<file path="src/sac_pkg.sv">
// Constants, state codes and timing counts shared by the conversion control.
// Assumes a single system clock at the rate held in SYS_CLK_MHZ.

`default_nettype none

package sac_pkg;

   // ------------------------------------------------------------------
   // Result format
   // ------------------------------------------------------------------
   localparam int RESULT_BITS = 12;
   localparam logic [3:0] MSB_INDEX = 4'hb;
   localparam logic [11:0] TWOS_FLIP = 12'h800;
   localparam logic [11:0] TRIAL_START = 12'h800;
   localparam logic [11:0] TRIAL_RST = 12'h000;
   localparam logic [11:0] RESULT_RST = 12'h000;

   // ------------------------------------------------------------------
   // Conversion clock positions, counted in falling edges from the trigger
   // ------------------------------------------------------------------
   localparam logic [4:0] CNT_RST = 5'h00;
   localparam logic [4:0] CLK_START = 5'h01;
   localparam logic [4:0] CLK_MSB = 5'h02;
   localparam logic [4:0] CLK_LSB = 5'h0d;
   localparam logic [4:0] CLK_RESULT_END = 5'h0e;
   localparam logic [4:0] CLK_PER_SAMPLE_HOLD_TRIGGER = 5'h10;
   localparam logic [4:0] LSBF_RESEND = 5'h0b;
   localparam logic [4:0] CLK_LSBF_END = CLK_LSB + LSBF_RESEND + 5'h01;

   // ------------------------------------------------------------------
   // Host timing figures and their cycle counts
   // ------------------------------------------------------------------
   localparam int SYS_CLK_MHZ = 125;
   localparam int ACQUIRE_MIN_TIME_NS = 350;
   localparam int HOLD_TO_CLOCK_LIMIT_NS = 5000;
   localparam int ACQ_CYC = (ACQUIRE_MIN_TIME_NS * SYS_CLK_MHZ + 999) / 1000;
   localparam int DRP_CYC = (HOLD_TO_CLOCK_LIMIT_NS * SYS_CLK_MHZ) / 1000;
   localparam int TIMER_W = 10;
   localparam logic [9:0] ACQ_LIMIT = 10'(ACQ_CYC);
   localparam logic [9:0] DRP_LIMIT = 10'(DRP_CYC);
   localparam logic [9:0] TIMER_RST = 10'h000;

   // ------------------------------------------------------------------
   // Control states
   // ------------------------------------------------------------------
   typedef enum logic [3:0] {
      ST_SAMPLE = 4'h1,
      ST_CONVERT = 4'h2,
      ST_LSB_FIRST = 4'h4,
      ST_POWER_DOWN = 4'h8
   } sac_state_t;

endpackage

`default_nettype wire

</file>
<file path="src/sac_pin_sync.sv">
// Two-stage synchroniser for one pin, with rise and fall pulses.
// Assumes the pin is asynchronous to sys_clk and changes slower than it.

`timescale 1ns/1ps
`default_nettype none

module sac_pin_sync (
   input wire logic sys_clk, // System clock.
   input wire logic rst_b, // Asynchronous reset, active low.
   input wire logic pinIn, // Raw pin level.
   output logic level, // Synchronised level.
   output logic rise, // One-cycle pulse on a rising level.
   output logic fall // One-cycle pulse on a falling level.
);

   logic meta_q;
   logic sync_q;
   logic last_q;

   // The first stage is read only by the second stage.
   always_ff @(posedge sys_clk or negedge rst_b) begin
      if (!rst_b) begin
         meta_q <= 1'b0;
         sync_q <= 1'b0;
         last_q <= 1'b0;
      end else begin
         meta_q <= pinIn;
         sync_q <= meta_q;
         last_q <= sync_q;
      end
   end

   // Edges compare the settled stage against its own delayed copy.
   assign level = sync_q;
   assign rise = sync_q & ~last_q;
   assign fall = ~sync_q & last_q;

endmodule

`default_nettype wire

</file>
<file path="src/sac_sample_hold_trigger_ctrl.sv">
// Conversion sequencing and serial result output of a sampling converter.
// Assumes the trigger, conversion clock and comparator arrive asynchronously
// and that the board resolves the three-state data pin from its enable.

`timescale 1ns/1ps
`default_nettype none

// Operation
// - Trigger falling edge switches sample to hold, whatever the clock does.
// - Trigger timing slips still convert correctly, start may move one clock.
// - Data is high impedance before conversion, drives low in first clock.
// - Trigger low throughout and at clock thirteen enters power-down.
// - Power-down lasts until the next trigger rising edge.
// - First conversion after power-down is valid, with no extra latency.
// - LSB-first resends the remaining eleven bits, least significant first.
// - LSB-first enters power-down in clock thirteen until trigger changes.
// - Each falling clock edge moves the output to the next bit.
// - Data goes high impedance on trigger change and after the result.
// - Without power-down, sampling resumes at the cycle's final falling edge.
// - Trigger rising edge restores sampling and full power; a rise before clock thirteen leaves the code converting, not sampling.
// - Result goes out MSB first, from the conversion in progress.
// - Result is two's complement: 7ff top, 000 zero, 800 bottom.
module sac_sample_hold_trigger_ctrl #(
   parameter int RESULT_BITS = sac_pkg::RESULT_BITS
) (
   input wire logic sys_clk, // System clock, 125 MHz.
   input wire logic rst_b, // Asynchronous reset, active low.
   input wire logic sampleHoldTrigger, // Conversion trigger pin.
   input wire logic convClk, // Conversion clock pin.
   input wire logic compHigh, // Comparator: input above trial level.
   output logic serialData, // Serial result bit.
   output logic serialDataOe, // High while serialData drives the pin.
   output logic sampleMode, // High while sampling, low while holding.
   output logic powerDown, // High while powered down.
   output logic [11:0] dacTrial, // Trial code to the capacitor DAC.
   output logic [11:0] resultWord, // Last result, two's complement.
   output logic resultValid, // One-cycle pulse when resultWord updates.
   output logic acquireShort, // Last hold began before acquisition time.
   output logic holdDroopLate // Clock started too late after hold.
);

   // ------------------------------------------------------------------
   // Elaboration check
   // ------------------------------------------------------------------
   if (RESULT_BITS != sac_pkg::RESULT_BITS) begin : g_bad_width
      $error("sac_sample_hold_trigger_ctrl supports a twelve bit result only.");
   end

   // ------------------------------------------------------------------
   // Pin synchronisers
   // ------------------------------------------------------------------
   logic trigLevel;
   logic trigRise;
   logic trigFall;
   logic clkFall;
   logic compLevel;

   // Trigger edges are seen two cycles late at most; no clock is needed.
   sac_pin_sync u_trig_sync (
      .sys_clk(sys_clk),
      .rst_b(rst_b),
      .pinIn(sampleHoldTrigger),
      .level(trigLevel),
      .rise(trigRise),
      .fall(trigFall)
   );

   // Only the falling edges of the conversion clock move the sequence.
   sac_pin_sync u_clk_sync (
      .sys_clk(sys_clk),
      .rst_b(rst_b),
      .pinIn(convClk),
      .level(),
      .rise(),
      .fall(clkFall)
   );

   // The comparator decision is sampled as a level.
   sac_pin_sync u_comp_sync (
      .sys_clk(sys_clk),
      .rst_b(rst_b),
      .pinIn(compHigh),
      .level(compLevel),
      .rise(),
      .fall()
   );

   // ------------------------------------------------------------------
   // Sequence state
   // ------------------------------------------------------------------
   sac_pkg::sac_state_t state_q;
   sac_pkg::sac_state_t state_d;
   logic [4:0] cnt_q;
   logic [4:0] cnt_d;
   logic [4:0] cntNext;
   logic armLsb_q;
   logic [3:0] bitIdx;
   logic inBits;
   logic bitTwos;
   logic [11:0] resultNow;

   // Falling clock edge count as it stands after the current edge.
   assign cntNext = cnt_q + 5'h01;

   // Bit index presented at this edge, MSB at the second clock.
   assign bitIdx = 4'(sac_pkg::CLK_LSB - cntNext);
   assign inBits = (cntNext >= sac_pkg::CLK_MSB) && (cntNext <= sac_pkg::CLK_LSB);

   // The MSB is inverted so offset binary becomes two's complement.
   assign bitTwos = compLevel ^ (bitIdx == sac_pkg::MSB_INDEX);

   // Full word once the last bit is decided at the thirteenth edge.
   assign resultNow = {dacTrial[11:1], compLevel} ^ sac_pkg::TWOS_FLIP;

   // Next state and count; trigger edges win over clock edges.
   always_comb begin
      state_d = state_q;
      cnt_d = cnt_q;
      case (state_q)
         sac_pkg::ST_SAMPLE: begin
            if (trigFall) begin
               state_d = sac_pkg::ST_CONVERT;
               cnt_d = sac_pkg::CNT_RST;
            end
         end
         sac_pkg::ST_CONVERT: begin
            if (trigFall && armLsb_q && (cnt_q == sac_pkg::CLK_LSB)) begin
               state_d = sac_pkg::ST_LSB_FIRST;
            end else if (trigFall) begin
               cnt_d = sac_pkg::CNT_RST;
            end else if (trigRise && (cnt_q >= sac_pkg::CLK_LSB)) begin
               state_d = sac_pkg::ST_SAMPLE;
            end else if (clkFall) begin
               cnt_d = cntNext;
               if (cntNext == sac_pkg::CLK_PER_SAMPLE_HOLD_TRIGGER) begin
                  // Cycle end: sample again unless powered down.
                  if (powerDown) begin
                     state_d = sac_pkg::ST_POWER_DOWN;
                  end else begin
                     state_d = sac_pkg::ST_SAMPLE;
                  end
               end
            end
         end
         sac_pkg::ST_LSB_FIRST: begin
            if (trigRise) begin
               state_d = sac_pkg::ST_SAMPLE;
            end else if (clkFall) begin
               cnt_d = cntNext;
               if (cntNext == sac_pkg::CLK_LSBF_END) begin
                  state_d = sac_pkg::ST_POWER_DOWN;
               end
            end
         end
         sac_pkg::ST_POWER_DOWN: begin
            if (trigRise) begin
               state_d = sac_pkg::ST_SAMPLE;
            end else if (trigFall) begin
               state_d = sac_pkg::ST_CONVERT;
               cnt_d = sac_pkg::CNT_RST;
            end
         end
         default: begin
            state_d = sac_pkg::ST_SAMPLE;
            cnt_d = sac_pkg::CNT_RST;
         end
      endcase
   end

   // State and clock count registers.
   always_ff @(posedge sys_clk or negedge rst_b) begin
      if (!rst_b) begin
         state_q <= sac_pkg::ST_SAMPLE;
         cnt_q <= sac_pkg::CNT_RST;
      end else begin
         state_q <= state_d;
         cnt_q <= cnt_d;
      end
   end

   // A trigger rise mid-conversion arms the LSB-first request.
   always_ff @(posedge sys_clk or negedge rst_b) begin
      if (!rst_b) begin
         armLsb_q <= 1'b0;
      end else if (state_d != sac_pkg::ST_CONVERT || cnt_d == sac_pkg::CNT_RST) begin
         armLsb_q <= 1'b0;
      end else if (trigRise && cnt_q < sac_pkg::CLK_LSB) begin
         armLsb_q <= 1'b1;
      end
   end

   // ------------------------------------------------------------------
   // Sample switch and power
   // ------------------------------------------------------------------

   // Sampling follows the next state, so hold starts on the trigger fall.
   always_ff @(posedge sys_clk or negedge rst_b) begin
      if (!rst_b) begin
         sampleMode <= 1'b1;
      end else begin
         sampleMode <= (state_d == sac_pkg::ST_SAMPLE);
      end
   end

   // Power-down is entered at clock thirteen and left on a trigger rise.
   always_ff @(posedge sys_clk or negedge rst_b) begin
      if (!rst_b) begin
         powerDown <= 1'b0;
      end else if (trigRise || state_d == sac_pkg::ST_SAMPLE) begin
         powerDown <= 1'b0;
      end else if (state_d == sac_pkg::ST_LSB_FIRST) begin
         powerDown <= 1'b1;
      end else if (state_q == sac_pkg::ST_CONVERT && clkFall && !trigFall &&
                   cntNext == sac_pkg::CLK_LSB && !trigLevel && !armLsb_q) begin
         powerDown <= 1'b1;
      end
   end

   // ------------------------------------------------------------------
   // Successive approximation
   // ------------------------------------------------------------------

   // Edge one tries the MSB; each later edge to thirteen fixes one bit and tries the next, if any.
   always_ff @(posedge sys_clk or negedge rst_b) begin
      if (!rst_b) begin
         dacTrial <= sac_pkg::TRIAL_RST;
      end else if (state_q == sac_pkg::ST_CONVERT && clkFall && !trigFall) begin
         if (cntNext == sac_pkg::CLK_START) begin
            dacTrial <= sac_pkg::TRIAL_START;
         end else if (inBits) begin
            dacTrial[bitIdx] <= compLevel;
            if (bitIdx != 4'h0) begin
               dacTrial[bitIdx - 4'h1] <= 1'b1;
            end
         end
      end
   end

   // The finished word is kept for the LSB-first resend.
   always_ff @(posedge sys_clk or negedge rst_b) begin
      if (!rst_b) begin
         resultWord <= sac_pkg::RESULT_RST;
         resultValid <= 1'b0;
      end else if (state_q == sac_pkg::ST_CONVERT && clkFall && !trigFall &&
                   cntNext == sac_pkg::CLK_LSB) begin
         resultWord <= resultNow;
         resultValid <= 1'b1;
      end else begin
         resultValid <= 1'b0;
      end
   end

   // ------------------------------------------------------------------
   // Serial data pin
   // ------------------------------------------------------------------

   // Bits change only after a falling clock edge and release on trigger edges.
   always_ff @(posedge sys_clk or negedge rst_b) begin
      if (!rst_b) begin
         serialData <= 1'b0;
         serialDataOe <= 1'b0;
      end else if (trigRise || trigFall) begin
         serialDataOe <= 1'b0;
      end else if (clkFall) begin
         case (state_q)
            sac_pkg::ST_CONVERT: begin
               if (cntNext == sac_pkg::CLK_START) begin
                  serialData <= 1'b0;
                  serialDataOe <= 1'b1;
               end else if (inBits && !armLsb_q) begin
                  serialData <= bitTwos;
               end else if (cntNext == sac_pkg::CLK_RESULT_END) begin
                  serialDataOe <= 1'b0;
               end
            end
            sac_pkg::ST_LSB_FIRST: begin
               if (cntNext < sac_pkg::CLK_LSBF_END) begin
                  serialData <= resultWord[4'(cntNext - sac_pkg::CLK_LSB)];
                  serialDataOe <= 1'b1;
               end else begin
                  serialDataOe <= 1'b0;
               end
            end
            default: begin
               serialDataOe <= 1'b0;
            end
         endcase
      end
   end

   // ------------------------------------------------------------------
   // Host timing monitors
   // ------------------------------------------------------------------
   logic [9:0] acqCnt_q;
   logic [9:0] holdCnt_q;
   logic holdWait_q;

   // Counts sampling time since the trigger rose, saturating at the limit.
   always_ff @(posedge sys_clk or negedge rst_b) begin
      if (!rst_b) begin
         acqCnt_q <= sac_pkg::ACQ_LIMIT;
      end else if (trigRise) begin
         acqCnt_q <= sac_pkg::TIMER_RST;
      end else if (trigLevel && acqCnt_q < sac_pkg::ACQ_LIMIT) begin
         acqCnt_q <= acqCnt_q + 10'h001;
      end
   end

   // A hold that begins before the acquisition time is flagged.
   always_ff @(posedge sys_clk or negedge rst_b) begin
      if (!rst_b) begin
         acquireShort <= 1'b0;
      end else if (trigFall) begin
         acquireShort <= (acqCnt_q < sac_pkg::ACQ_LIMIT);
      end
   end

   // Measures the wait from hold to the first falling clock edge.
   always_ff @(posedge sys_clk or negedge rst_b) begin
      if (!rst_b) begin
         holdCnt_q <= sac_pkg::TIMER_RST;
         holdWait_q <= 1'b0;
      end else if (trigFall) begin
         holdCnt_q <= sac_pkg::TIMER_RST;
         holdWait_q <= 1'b1;
      end else if (clkFall || trigRise) begin
         holdWait_q <= 1'b0;
      end else if (holdWait_q && holdCnt_q < sac_pkg::DRP_LIMIT) begin
         holdCnt_q <= holdCnt_q + 10'h001;
      end
   end

   // The droop flag marks a conversion whose clock came too late.
   always_ff @(posedge sys_clk or negedge rst_b) begin
      if (!rst_b) begin
         holdDroopLate <= 1'b0;
      end else if (trigFall) begin
         holdDroopLate <= 1'b0;
      end else if (holdWait_q && holdCnt_q >= sac_pkg::DRP_LIMIT) begin
         holdDroopLate <= 1'b1;
      end
   end

endmodule

`default_nettype wire

</file>
<file path="config.mk">
export PLATFORM = sky130hd
export DESIGN_NAME = sac_sample_hold_trigger_ctrl
export DESIGN_NICKNAME = d
export VERILOG_FILES = /design/src/sac_pkg.sv /design/src/sac_pin_sync.sv /design/src/sac_sample_hold_trigger_ctrl.sv
export SDC_FILE = /design/constraint.sdc
export NUM_CORES = 1
export LEC_CHECK = 0
export BUFFER_PORTS_ARGS = -buffer_cell sky130_fd_sc_hd__buf_2
export CORE_MARGIN = 2
export CORE_UTILIZATION = 40
export DETAILED_ROUTE_END_ITERATION = 16
export PLACE_DENSITY_LB_ADDON = 0.05
export REMOVE_ABC_BUFFERS = 1
export SYNTH_ARGS = -nofsm -noshare
export SYNTH_HDL_FRONTEND = slang
export SYNTH_SLANG_ARGS = --single-unit
</file>
<file path="constraint.sdc">
create_clock -name sys_clk -period 4.05 [get_ports sys_clk]
set_input_delay 0.2025 -clock sys_clk [delete_from_list [all_inputs] [get_ports sys_clk]]
set_output_delay 0.2025 -clock sys_clk [all_outputs]
set_load 0.005 [all_outputs]
</file>
After elaboration in Yosys (flattened, before gate mapping)
Cells that the tools add are included.
- input port bits: 5
- output and inout port bits: 31
- flip-flop bits (word level): 70
- eq/ne operators: 19
- muxes and demuxes: 56
- add/sub/neg operators: 6
- reductions and logical operators: 38
- bitwise gates (word level): 10
- $lt $le $gt $ge: 13
- operators by type and width (cell ; number):
    10-bit two-way mux ; 5
    4-bit two-way mux ; 11
    12-bit two-way mux ; 3
    5-bit two-way mux ; 7
    1-bit two-way mux ; 22
    10-bit by 1-bit adder with 10-bit output (second input constant) ; 2
    5-bit case mux with 4 select lines ; 1
    1-bit logical AND ; 16
    4-bit case mux with 4 select lines ; 1
    2-bit nonzero test ; 8
    5-bit by 4-bit equality test with 1-bit output (second input constant) ; 3
    4-bit by 5-bit less-than comparator with 1-bit output (second input constant) ; 3
    12-bit bitwise mux ; 1
    12-bit bitwise OR ; 1
    5-bit equality test (second input constant) ; 2
    10-bit >= comparator (second input constant) ; 1
    10-bit less-than comparator (second input constant) ; 1
    10-bit by 6-bit less-than comparator with 1-bit output (second input constant) ; 1
    1-bit demux with 4-bit select ; 2
    4-bit by 1-bit equality test with 1-bit output (second input constant) ; 2
    4-bit by 3-bit equality test with 1-bit output (second input constant) ; 2
    4-bit equality test (second input constant) ; 2
    4-bit by 1-bit >= comparator with 1-bit output (second input constant) ; 2
    5-bit by 1-bit adder with 5-bit output (second input constant) ; 1
    other kinds (28) ; 42

Logic depth before layout (Yosys ltp)
Gate-level depths: netlist of the first run.
- depth after elaboration: 11
- gate-level depth with buffers: 11
- depth with buffers taken out: 10

By module
Synthesis of the first run repeated with hierarchy kept, for this count alone.
- cell total of the unflattened synthesis: 447
- area total of the unflattened synthesis: 4286.6 um2
- modules (own cells, without submodules) (module ; sequential area each (um2) ; times used ; cells each ; area each (um2)):
    sac_sample_hold_trigger_ctrl ; 1557.7 ; 1 ; 432 ; 4016.4
    sac_pin_sync ; 75.1 ; 3 ; 5 ; 90.1

Worst setup path after synthesis of the first run
No wires, ideal clock.
- path type: register to register
- from: register cnt_q[1]
- to: register dacTrial[1]
- data arrival time: 2.724 ns
- buffers on the path: 1
- library setup time: 0.121 ns
- stages on the path, launching flop included: 12
- required time: 3.929 ns
- setup slack: 1.205 ns
- cells stage by stage: dfrtp_1 -> ha_1 -> buf_4 -> xnor2_2 -> inv_2 -> ha_1 -> xnor2_1 -> xnor2_1 -> nor2_1 -> nand2_2 -> a32o_1 -> a22o_1
- longest elaborated chain between the ends: 11
- elaborated cells on any way between the ends: 25
- those cells by class: 3 x add/sub; 6 x order compare; 1 x eq/ne; 8 x mux; 1 x bitwise; 6 x reduce/logical
- ends and longest elaborated chain (item ; RTL line ; text):
    from (decl) ; sac_sample_hold_trigger_ctrl.sv:93 ; logic [4:0] cnt_q;
    from (signal assigned) ; sac_sample_hold_trigger_ctrl.sv:174 ; cnt_q <= sac_pkg::CNT_RST;
    from (signal assigned) ; sac_sample_hold_trigger_ctrl.sv:177 ; cnt_q <= cnt_d;
    5-bit by 1-bit adder with 5-bit output (*) ; sac_sample_hold_trigger_ctrl.sv:103 ; assign cntNext = cnt_q + 5'h01;
    4-bit subtractor ; sac_sample_hold_trigger_ctrl.sv:106 ; assign bitIdx = 4'(sac_pkg::CLK_LSB - cntNext);
    4-bit by 1-bit subtractor with 4-bit output (tied with other cells) ; sac_sample_hold_trigger_ctrl.sv:233 ; dacTrial[bitIdx - 4'h1] <= 1'b1;
    4-bit by 5-bit less-than comparator with 1-bit output (not written as such) (tied with other cells) ; sac_sample_hold_trigger_ctrl.sv:233 ;
    1-bit logical AND (not written as such) / 1-bit two-way mux (equally long branches) ; sac_sample_hold_trigger_ctrl.sv:233, sac_sample_hold_trigger_ctrl.sv:231 ;
    1-bit two-way mux (not written as such) / 1-bit demux with 4-bit select (equally long branches) ; sac_sample_hold_trigger_ctrl.sv:233, sac_sample_hold_trigger_ctrl.sv:231 ;
    1-bit demux with 4-bit select / 12-bit bitwise mux (equally long branches) ; sac_sample_hold_trigger_ctrl.sv:233, sac_sample_hold_trigger_ctrl.sv:231 ;
    12-bit bitwise OR (no line) ; n/a ;
    12-bit two-way mux ; sac_sample_hold_trigger_ctrl.sv:232 ; if (bitIdx != 4'h0) begin
    12-bit two-way mux ; sac_sample_hold_trigger_ctrl.sv:230 ; end else if (inBits) begin
    12-bit two-way mux ; sac_sample_hold_trigger_ctrl.sv:228 ; if (cntNext == sac_pkg::CLK_START) begin
    to (signal assigned) ; sac_sample_hold_trigger_ctrl.sv:226 ; dacTrial <= sac_pkg::TRIAL_RST;
    to (signal assigned) ; sac_sample_hold_trigger_ctrl.sv:229 ; dacTrial <= sac_pkg::TRIAL_START;
    to (signal, indexed assignment) ; sac_sample_hold_trigger_ctrl.sv:231 ; dacTrial[bitIdx] <= compLevel;
    to (decl) ; sac_sample_hold_trigger_ctrl.sv:35 ; output logic [11:0] dacTrial,
Every way passes the cells marked *; elsewhere a longest branch is shown, timed or not. The select of a mux whose other input is x is not followed.
A chain may end at the register's enable or synchronous reset.

Worst setup path in the final report of the first run
- from: register cnt_q[0]
- to: register dacTrial[8]
Same word-level chain as after synthesis.

==> results of run 1 <==
## how the worst max path moves through the flow
stage | startpoint | to | cells past startpoint
global placement | cnt_q[0]$_DFF_PN0_ | dacTrial[8]$_DFFE_PN0P_ | 10
finish | cnt_q[0]$_DFF_PN0_ | dacTrial[8]$_DFFE_PN0P_ | 10
floorplan | cnt_q[0]$_DFF_PN0_ | dacTrial[3]$_DFFE_PN0P_ | 10
detailed placement | cnt_q[0]$_DFF_PN0_ | dacTrial[8]$_DFFE_PN0P_ | 10
global route | cnt_q[0]$_DFF_PN0_ | dacTrial[4]$_DFFE_PN0P_ | 10
CTS | cnt_q[0]$_DFF_PN0_ | dacTrial[8]$_DFFE_PN0P_ | 10
## Yosys cell counts (all sizes together) (6+ instances only)
library cell	n	area share, %
nand2	66	5.9
dfrtp	65	38
nor2	38	3.3
ha	21	6.2
buf	20	3.3
inv	16	1.4
a32o	14	3.3
clkbuf	14	1.3
o21ai	13	1.6
xor2	12	2.5
xnor2	11	2.4
nor2b	10	1.5
nand3	9	1.3
a21oi	8	0.94
nand4	8	1.2
nor3	8	0.94
and2	7	1.0
and3	6	0.88
nor3b	6	1.3
## through the flow
stage               total power, mW  util (%)  worst slack [ps]  hold slack, ps
floorplan                     0.890         -              1110           -93.1
global placement              0.949      43.2               853             312
detailed placement            0.953      43.2               749             312
CTS                            1.66      46.0               730             356
global route                   1.72      46.0               443             372
finish                         1.63      46.0               719             354
## cell type report
cell class | count | share of cell area [%]
Clock inverter | 7 | 2.53
Inverter | 16 | 1.27
Tap cell | 136 | 3.59
Clock buffer | 9 | 2.61
Timing Repair Buffer | 45 | 5.49
Multi-Input combinational cell | 320 | 47.5
Sequential cell | 70 | 37.1
## registers in the layout, summed over array words and instances, names as in the netlist, 4 cells and up
register,count
dacTrial,12
resultWord,12
acqCnt_q,10
holdCnt_q,10
cnt_q,5
state_q,4
## per-layer routing
| layer | share of wire [%] | vias up | wire length (µm) | global-route usage, % |
|---|---|---|---|---|
| met4 | 2.0 | 0 | 213 | 6.40 |
| li1 | - | 1608 | - | - |
| met5 | 0 | - | 0 | 0 |
| met2 | 47 | 56 | 4910 | 31.1 |
| met1 | 48 | 1644 | 5030 | 27.0 |
| met3 | 3.6 | 15 | 379 | 4.84 |
## cell families after synthesis
group	count (synthesis)	share of synthesized area [%]
AO/OA/AOI/OAI	88	16.3
XOR/XNOR	23	4.90
adder cells (fa/ha/maj)	21	6.16
buffers and inverters	50	5.96
flip-flops	70	41.2
multiplexers	10	3.46
AND/OR/NAND/NOR	178	22.0
## power breakdown
group,internal [mW],switching (mW),leakage [nW],total [mW]
clock network,0.412,0.282,0.120,0.694
registers,0.738,0.0384,0.927,0.776
logic,0.0679,0.0950,1.13,0.163
total,1.22,0.415,2.17,1.63
## worst max-delay path: cells and delay by family (launching register included)
family	cells	cell delay (ps)
xor+xnor	3	860
simple gates	3	780
fa+ha+maj	2	630
flops	1	580
compound gates	1	270
buf+inv	1	100
==> results.txt, run 1 <==
The run finished with clean final reports. For the pin with the worst max-slew slack, the measured transition is 878 ps. The capturing point of the worst reg2reg path is dacTrial[8]$_DFFE_PN0P_. The number of antenna diodes in the final layout is 0. The critical path data arrival time came out at 3580 ps.

Dividing total power by cell area gives a power density of 344 nW/µm². Leaving out fill and tap cells, the most frequent cells in the layout are 65 x nand2_1, 65 x dfrtp_1, 38 x nor2_1. The synthesized netlist contains 75 unique library cells.

The worst register-to-register path begins at cnt_q[0]$_DFF_PN0_. In this run the remaining antenna-violating nets after routing total 0. The first routing iteration left 152 violations. The total of cells resized after clock tree synthesis came out at 0. The length in cells of the worst reg-to-reg path is 10. For the final routed database, the setup TNS stands at 0 ps. The most repeated library cell on the critical path is ha_1. The final weighted congestion in routability-driven placement is 0.843. The share of synthesized registers carrying an async set or reset is 100%. The number of port buffers is 35.

The headroom to the max-slew limit came out at 41.5%. The wire length of the first global-routing pass is 17600 µm. The number of sinks on the clock net came out at 70. For this design, the CTS-stage hold fixing added 4 buffers. Setup repair after global routing left no endpoint under its margin.

For this run, the detailed router's first-pass iteration total came to 5. The final cell area excluding filler cells is 4740 µm². The area growth from synthesis to layout is 11.3%. The total die area is 11500 µm². The post-route netlist has 19.5% of its cells at a drive strength greater than 1. The worst hold path terminates at u_trig_sync.level$_DFF_PN0_. The starting density of the core is 41.3%. The area of the core came out at 10300 µm². The maximum count of clock buffers along a single path came out at 2. The largest voltage drop on the vdd net came out at 208 µV. STA classifies the critical path startpoint as a flip-flop.

The total placed cells including tap cells is 583. The kind of critical path is reg2reg. The floorplan step set the die width to 107 µm. The worst hold path stage count came out at 0.

The average via count per standard cell came out at 5.51. The mapped cell area is 4260 µm². In this run the most critical hold path is launched from u_trig_sync.meta_q$_DFF_PN0_.

The total of warnings raised by yosys came out at 0. After the last flow step, the layout net total stands at 488. The number of enable flip-flop cells after synthesis is 0. The insertion delay to the later sink of the worst-skew pair came out at 360 ps. The number of global-route vias before repair was 3299. The flip-flop and latch area is 1760 µm². The detailed placement HPWL is 7600 µm. The number of antenna violations at the first check in global routing came out at 0. The dominant register cell in the synthesized netlist is dfrtp_1. The mean instance size in the synthesized netlist is 9.69 µm².

The cell count after synthesis is 440. Once layout is complete, the cells apart from fillers number 603. For this run, the total global-route usage over all layers was measured as 19.8%. After clock tree synthesis, the clock-pin slew on the worst setup and hold paths is 80 ps. The register-to-register setup slack came out at 720 ps. The peak fanout along the critical path is 14. The share of the yosys chip area belonging to registers is 41.2%. The clock period could shrink to 3330 ps. For this run the aggregate overflow at the end of global routing stands at 0. The final-report max-slew violation count is 0. The clock skew came out at 8.41 ps. Dividing the detail-routed wire length by the instance count gives 17.5 µm.

The total placed instance area is 4460 µm². The max-capacitance violation count came out at 0. The count of standard-cell rows is 37. Among all stages on the critical path, the largest delay is contributed by dfrtp_1.

The total of endpoints with negative setup slack in the final report came out at 0. The area of the multi-input gates came out at 2250 µm². The min-delay analysis places its worst path in the category reg2reg.

The number of failing hold endpoints at the final stage came out at 0. The DRC violations left is 0. The count of buffers added by post-CTS timing repair for setup is 0. The number of top-level pins came out at 36. The routed wire length is 10500 µm. The synthesis-stage register bit count came out at 70. The clock tree from TritonCTS is yes. The peak per-stage delay on the critical path came out at 580 ps.

Entering global routing, the biggest net connects 42 pins. STA classifies the critical path endpoint as a flip-flop. The H-tree was split into 3 levels. The count of fill cells added during filler insertion came out at 1017.

The floorplan step set the die height to 107 µm. The TritonCTS buffer count came out at 9. The analysis attributes to cell leakage a power of 2.17 nW. STA puts the critical path data required time at 4300 ps. The detailed-route via count is 3323.

The share of the clock period used by the worst path came out at 82.2%. The highest clock frequency the design can meet is 0.300 GHz. The critical path goes through ha_1 -> xnor2_2 -> inv_2 -> ha_1 -> xnor2_1 -> xor2_1 -> nor2_1 -> nor4b_4 -> nand2_1 -> a32o_1.

The clock tree root driver cell is clkbuf_8.
Note: power is estimated with default switching activity, not from simulation.
==> inputs of run 2 (changes only) <==
==> constraint.sdc (replaced) <==
create_clock -name sys_clk -period 2.8 [get_ports sys_clk]
set_input_delay 0.14 -clock sys_clk [delete_from_list [all_inputs] [get_ports sys_clk]]
set_output_delay 0.14 -clock sys_clk [all_outputs]
set_load 0.005 [all_outputs]
==> run 2 against run 1 <==
Compared with the run above: highest routed layer unchanged; final cell count increased by 2.5%; critical endpoint is now dacTrial[3]$_DFFE_PN0P_; combinational power increased by 53%; final area increased by 2.0%; clock skew about the same; via count increased by 2.5%; global-route usage increased by 0.34 points; first-iteration DRC count decreased by 14%; non-clock buffer count increased by 15; total power increased by 31%; sequential power increased by 44%; clock power increased by 10%; flip-flop and latch count unchanged; largest cell class unchanged.
==> results.txt, run 2 (synthesis results as in run 1) <==
The peak per-stage delay on the critical path is 420 ps (-160 ps). The final worst-path setup slack is 163 ps (-557 ps). The total of endpoints with negative setup slack in the final report came out at 0 (unchanged). The buffer and inverter count on the worst path came out at 1 (unchanged). The register-to-register setup slack is 160 ps (-560 ps). The number of port buffers is 35 (unchanged).

The length in cells of the worst reg-to-reg path is 9 (-1). The insertion delay to the later sink of the worst-skew pair is 360 ps (about the same). The share of the clock period used by the worst path is 94.2% (+12 points).

The antenna violation net count after detailed routing came out at 0 (unchanged). The TritonCTS buffer count was 9 (unchanged). The largest voltage drop on the vdd net came out at 208 µV (about the same). The count of fill cells added during filler insertion is 1020 (+0.29%). The critical path is of the reg2reg type. The die height is 107 µm (unchanged). The first-pass iteration count of the detailed router came to 4 (-1). The area growth from synthesis to layout came out at 13.4%. The worst hold path belongs to the class in2async. The peak fanout along the critical path is 8 (-6). The switching part of the total power came out at 28.7% (+3.3 points). The pin slew with the least headroom to its limit is 626 ps (-252 ps). Setup repair after global routing could not meet its margin everywhere. The average via count per standard cell is 5.51 (about the same). The headroom to the max-slew limit came out at 57.9% (+16 points). The critical path starts at cnt_q[1]$_DFF_PN0_. The number of top-level pins is 36 (unchanged). The final weighted congestion in routability-driven placement is 0.898 (+6.5%). The antenna diode instance count is 0 (unchanged). The sequential fraction of design power is 52.4% (+4.9 points). The number of antenna violations at the first check in global routing is 0 (unchanged). The kind of end point of the critical path is a flip-flop. The detailed placement HPWL came out at 7850 µm (+3.3%). The clock network power share came out at 35.9% (-6.6 points). Among all stages on the critical path, the largest delay is contributed by dfrtp_1. The number of sinks on the clock net is 70 (unchanged).

The number of global-route vias before repair is 3406 (+3.2%). The number of cells in the finished layout apart from fillers came to 618 (+2.5%). The number of failing hold endpoints at the final stage was 0 (unchanged).

The max-capacitance violation count is 0 (unchanged). The DRC violations left is 0 (unchanged). The total number of cells along the worst setup path is 9 (-1). In the layout the commonest cells are 65 x nand2_1, 65 x dfrtp_1, 38 x nor2_1. The power density of the placed cells came out at 441 nW/µm² (+28%). The required arrival time at the worst endpoint is 3050 ps (-1250 ps). Traced cell by cell, the critical path runs through ha_1 -> xnor2_2 -> inv_2 -> ha_1 -> a2bb2oi_1 -> mux2_4 -> or2_4 -> a21oi_1 -> mux2_2. The fraction of final layout cells sized beyond drive strength 1 came to 22.4% (+2.9 points). The wire length of the first global-routing pass is 17800 µm (+1.3%). The count of standard-cell rows is 37 (unchanged). The leakage power figure came out at 2.22 nW (+2.3%).

The clock input transition at the sequential cells of the worst setup and hold paths is 80 ps (about the same). The total power after layout came to 2.13 mW (+31%). The starting density of the core came out at 41.3% (unchanged). The most repeated library cell on the critical path is ha_1.

In the final layout, the registers with the most flip-flops are dacTrial x12, resultWord x12. The flow ran to the end, and the final reports show no timing, DRC or antenna violations. Grouping stages by cell kind, the critical path spends the most delay in multiplexers.

The routed wirelength normalized by instance count is 17.5 µm (+0.41%). The minimum period implied by the final worst setup slack came out at 2640 ps (-693 ps). The share of total power in combinational logic came out at 11.7% (+1.7 points). The DRC violation total after the first TritonRoute iteration came out at 131 (-14%). The detailed-route via count came to 3405 (+2.5%). The net total in the final layout is 503 (+3.1%). The total placed cells including tap cells came out at 597 (+2.4%). The width of the die is 107 µm (unchanged). The worst setup path is launched from a flip-flop. The clock skew came out at 8.36 ps (-0.0454 ps). The clock tree root driver cell is clkbuf_8. The highest clock frequency the design can meet was 0.379 GHz (+26%). The total die area is 11500 µm² (unchanged).

In this run the critical register-to-register path is launched from cnt_q[1]$_DFF_PN0_. The total grt overflow came out at 0 (unchanged). The critical path data arrival time was 2890 ps (-690 ps).

The switching power came out at 0.612 mW (+48%). The overall track demand over capacity in global routing came to 20.2% (+0.34 points). The final-report max-slew violation count is 0 (unchanged). The area of the core is 10300 µm² (unchanged). The routed wire length was 10800 µm (+2.9%). TritonCTS built the clock tree. The number of H-tree levels is 3 (unchanged). The maximum count of clock buffers along a single path came out at 2 (unchanged). The worst setup slack before clock tree synthesis came out at 73.8 ps (-675 ps). The pin count of the biggest net entering global routing came out at 71 (+69%).

The internal cell power was 1.52 mW (+25%).
[run 2: what timing repair did]
action,in CTS,in global routing
endpoints found under the setup margin,0,12
gates resized for setup,0,5
setup buffers,0,1
endpoints found under the hold margin,68,0
hold buffers,4,0
[run 2: cell type report]
class                           instances  area, µm²  share of cell area (%)
Sequential cell                        70       1760                    36.3
Clock buffer                           11        141                    2.92
Multi-Input combinational cell        320       2290                    47.3
Clock inverter                          5       33.8                   0.698
Timing Repair Buffer                   60        385                    7.97
Tap cell                              136        170                    3.52
Inverter                               16       60.1                    1.24
[run 2: final timing paths]
path,to
worst max-delay path,dacTrial[3]$_DFFE_PN0P_
worst min-delay path,acqCnt_q[4]$_DFFE_PN0P_
worst max register to register,dacTrial[3]$_DFFE_PN0P_
worst min register to register,u_clk_sync.level$_DFF_PN0_
max in group asynchronous,sampleMode$_DFF_PN1_
min in group sys_clk,u_clk_sync.level$_DFF_PN0_
[run 2: stage by stage]
step	hold WS, ps	cell area (µm²)	TNS, ps	util, %
2_1_floorplan	-156	4070	-1250	-
3_3_place_gp	201	4580	0	44.3
3_5_place_dp	201	4580	0	44.3
4_1_cts	349	4790	0	46.4
5_1_grt	357	4840	-10.3	46.9
6_report	329	4840	0	46.9
[run 2: power by group through the flow]
| stage | Combinational, mW | Sequential, mW | Clock [mW] |
|---|---|---|---|
| 3_3_place_gp | 0.245 | 1.14 | 0 |
| 3_5_place_dp | 0.248 | 1.14 | 0 |
| 4_1_cts | 0.253 | 1.12 | 0.788 |
| 2_1_floorplan | 0.160 | 1.13 | 0 |
| 6_report | 0.250 | 1.12 | 0.764 |
| 5_1_grt | 0.285 | 1.13 | 0.830 |
[run 2: metal layers]
metal,wire [µm],vias to the layer above,track usage [%]
li1,-,1635,-
met1,5030,1679,27.6
met2,5120,64,30.7
met3,327,27,3.87
met4,366,0,9.93
met5,0,-,0
[run 2: worst reg2reg max path, delay by kind of cell (launching register included)]
family | cells | cell delay [ps]
AND/OR/NAND/NOR | 1 | 280
XOR/XNOR | 1 | 210
multiplexers | 2 | 690
flip-flops | 1 | 420
AO/OA/AOI/OAI | 2 | 340
adder cells (fa/ha/maj) | 2 | 530
buffers and inverters | 1 | 70
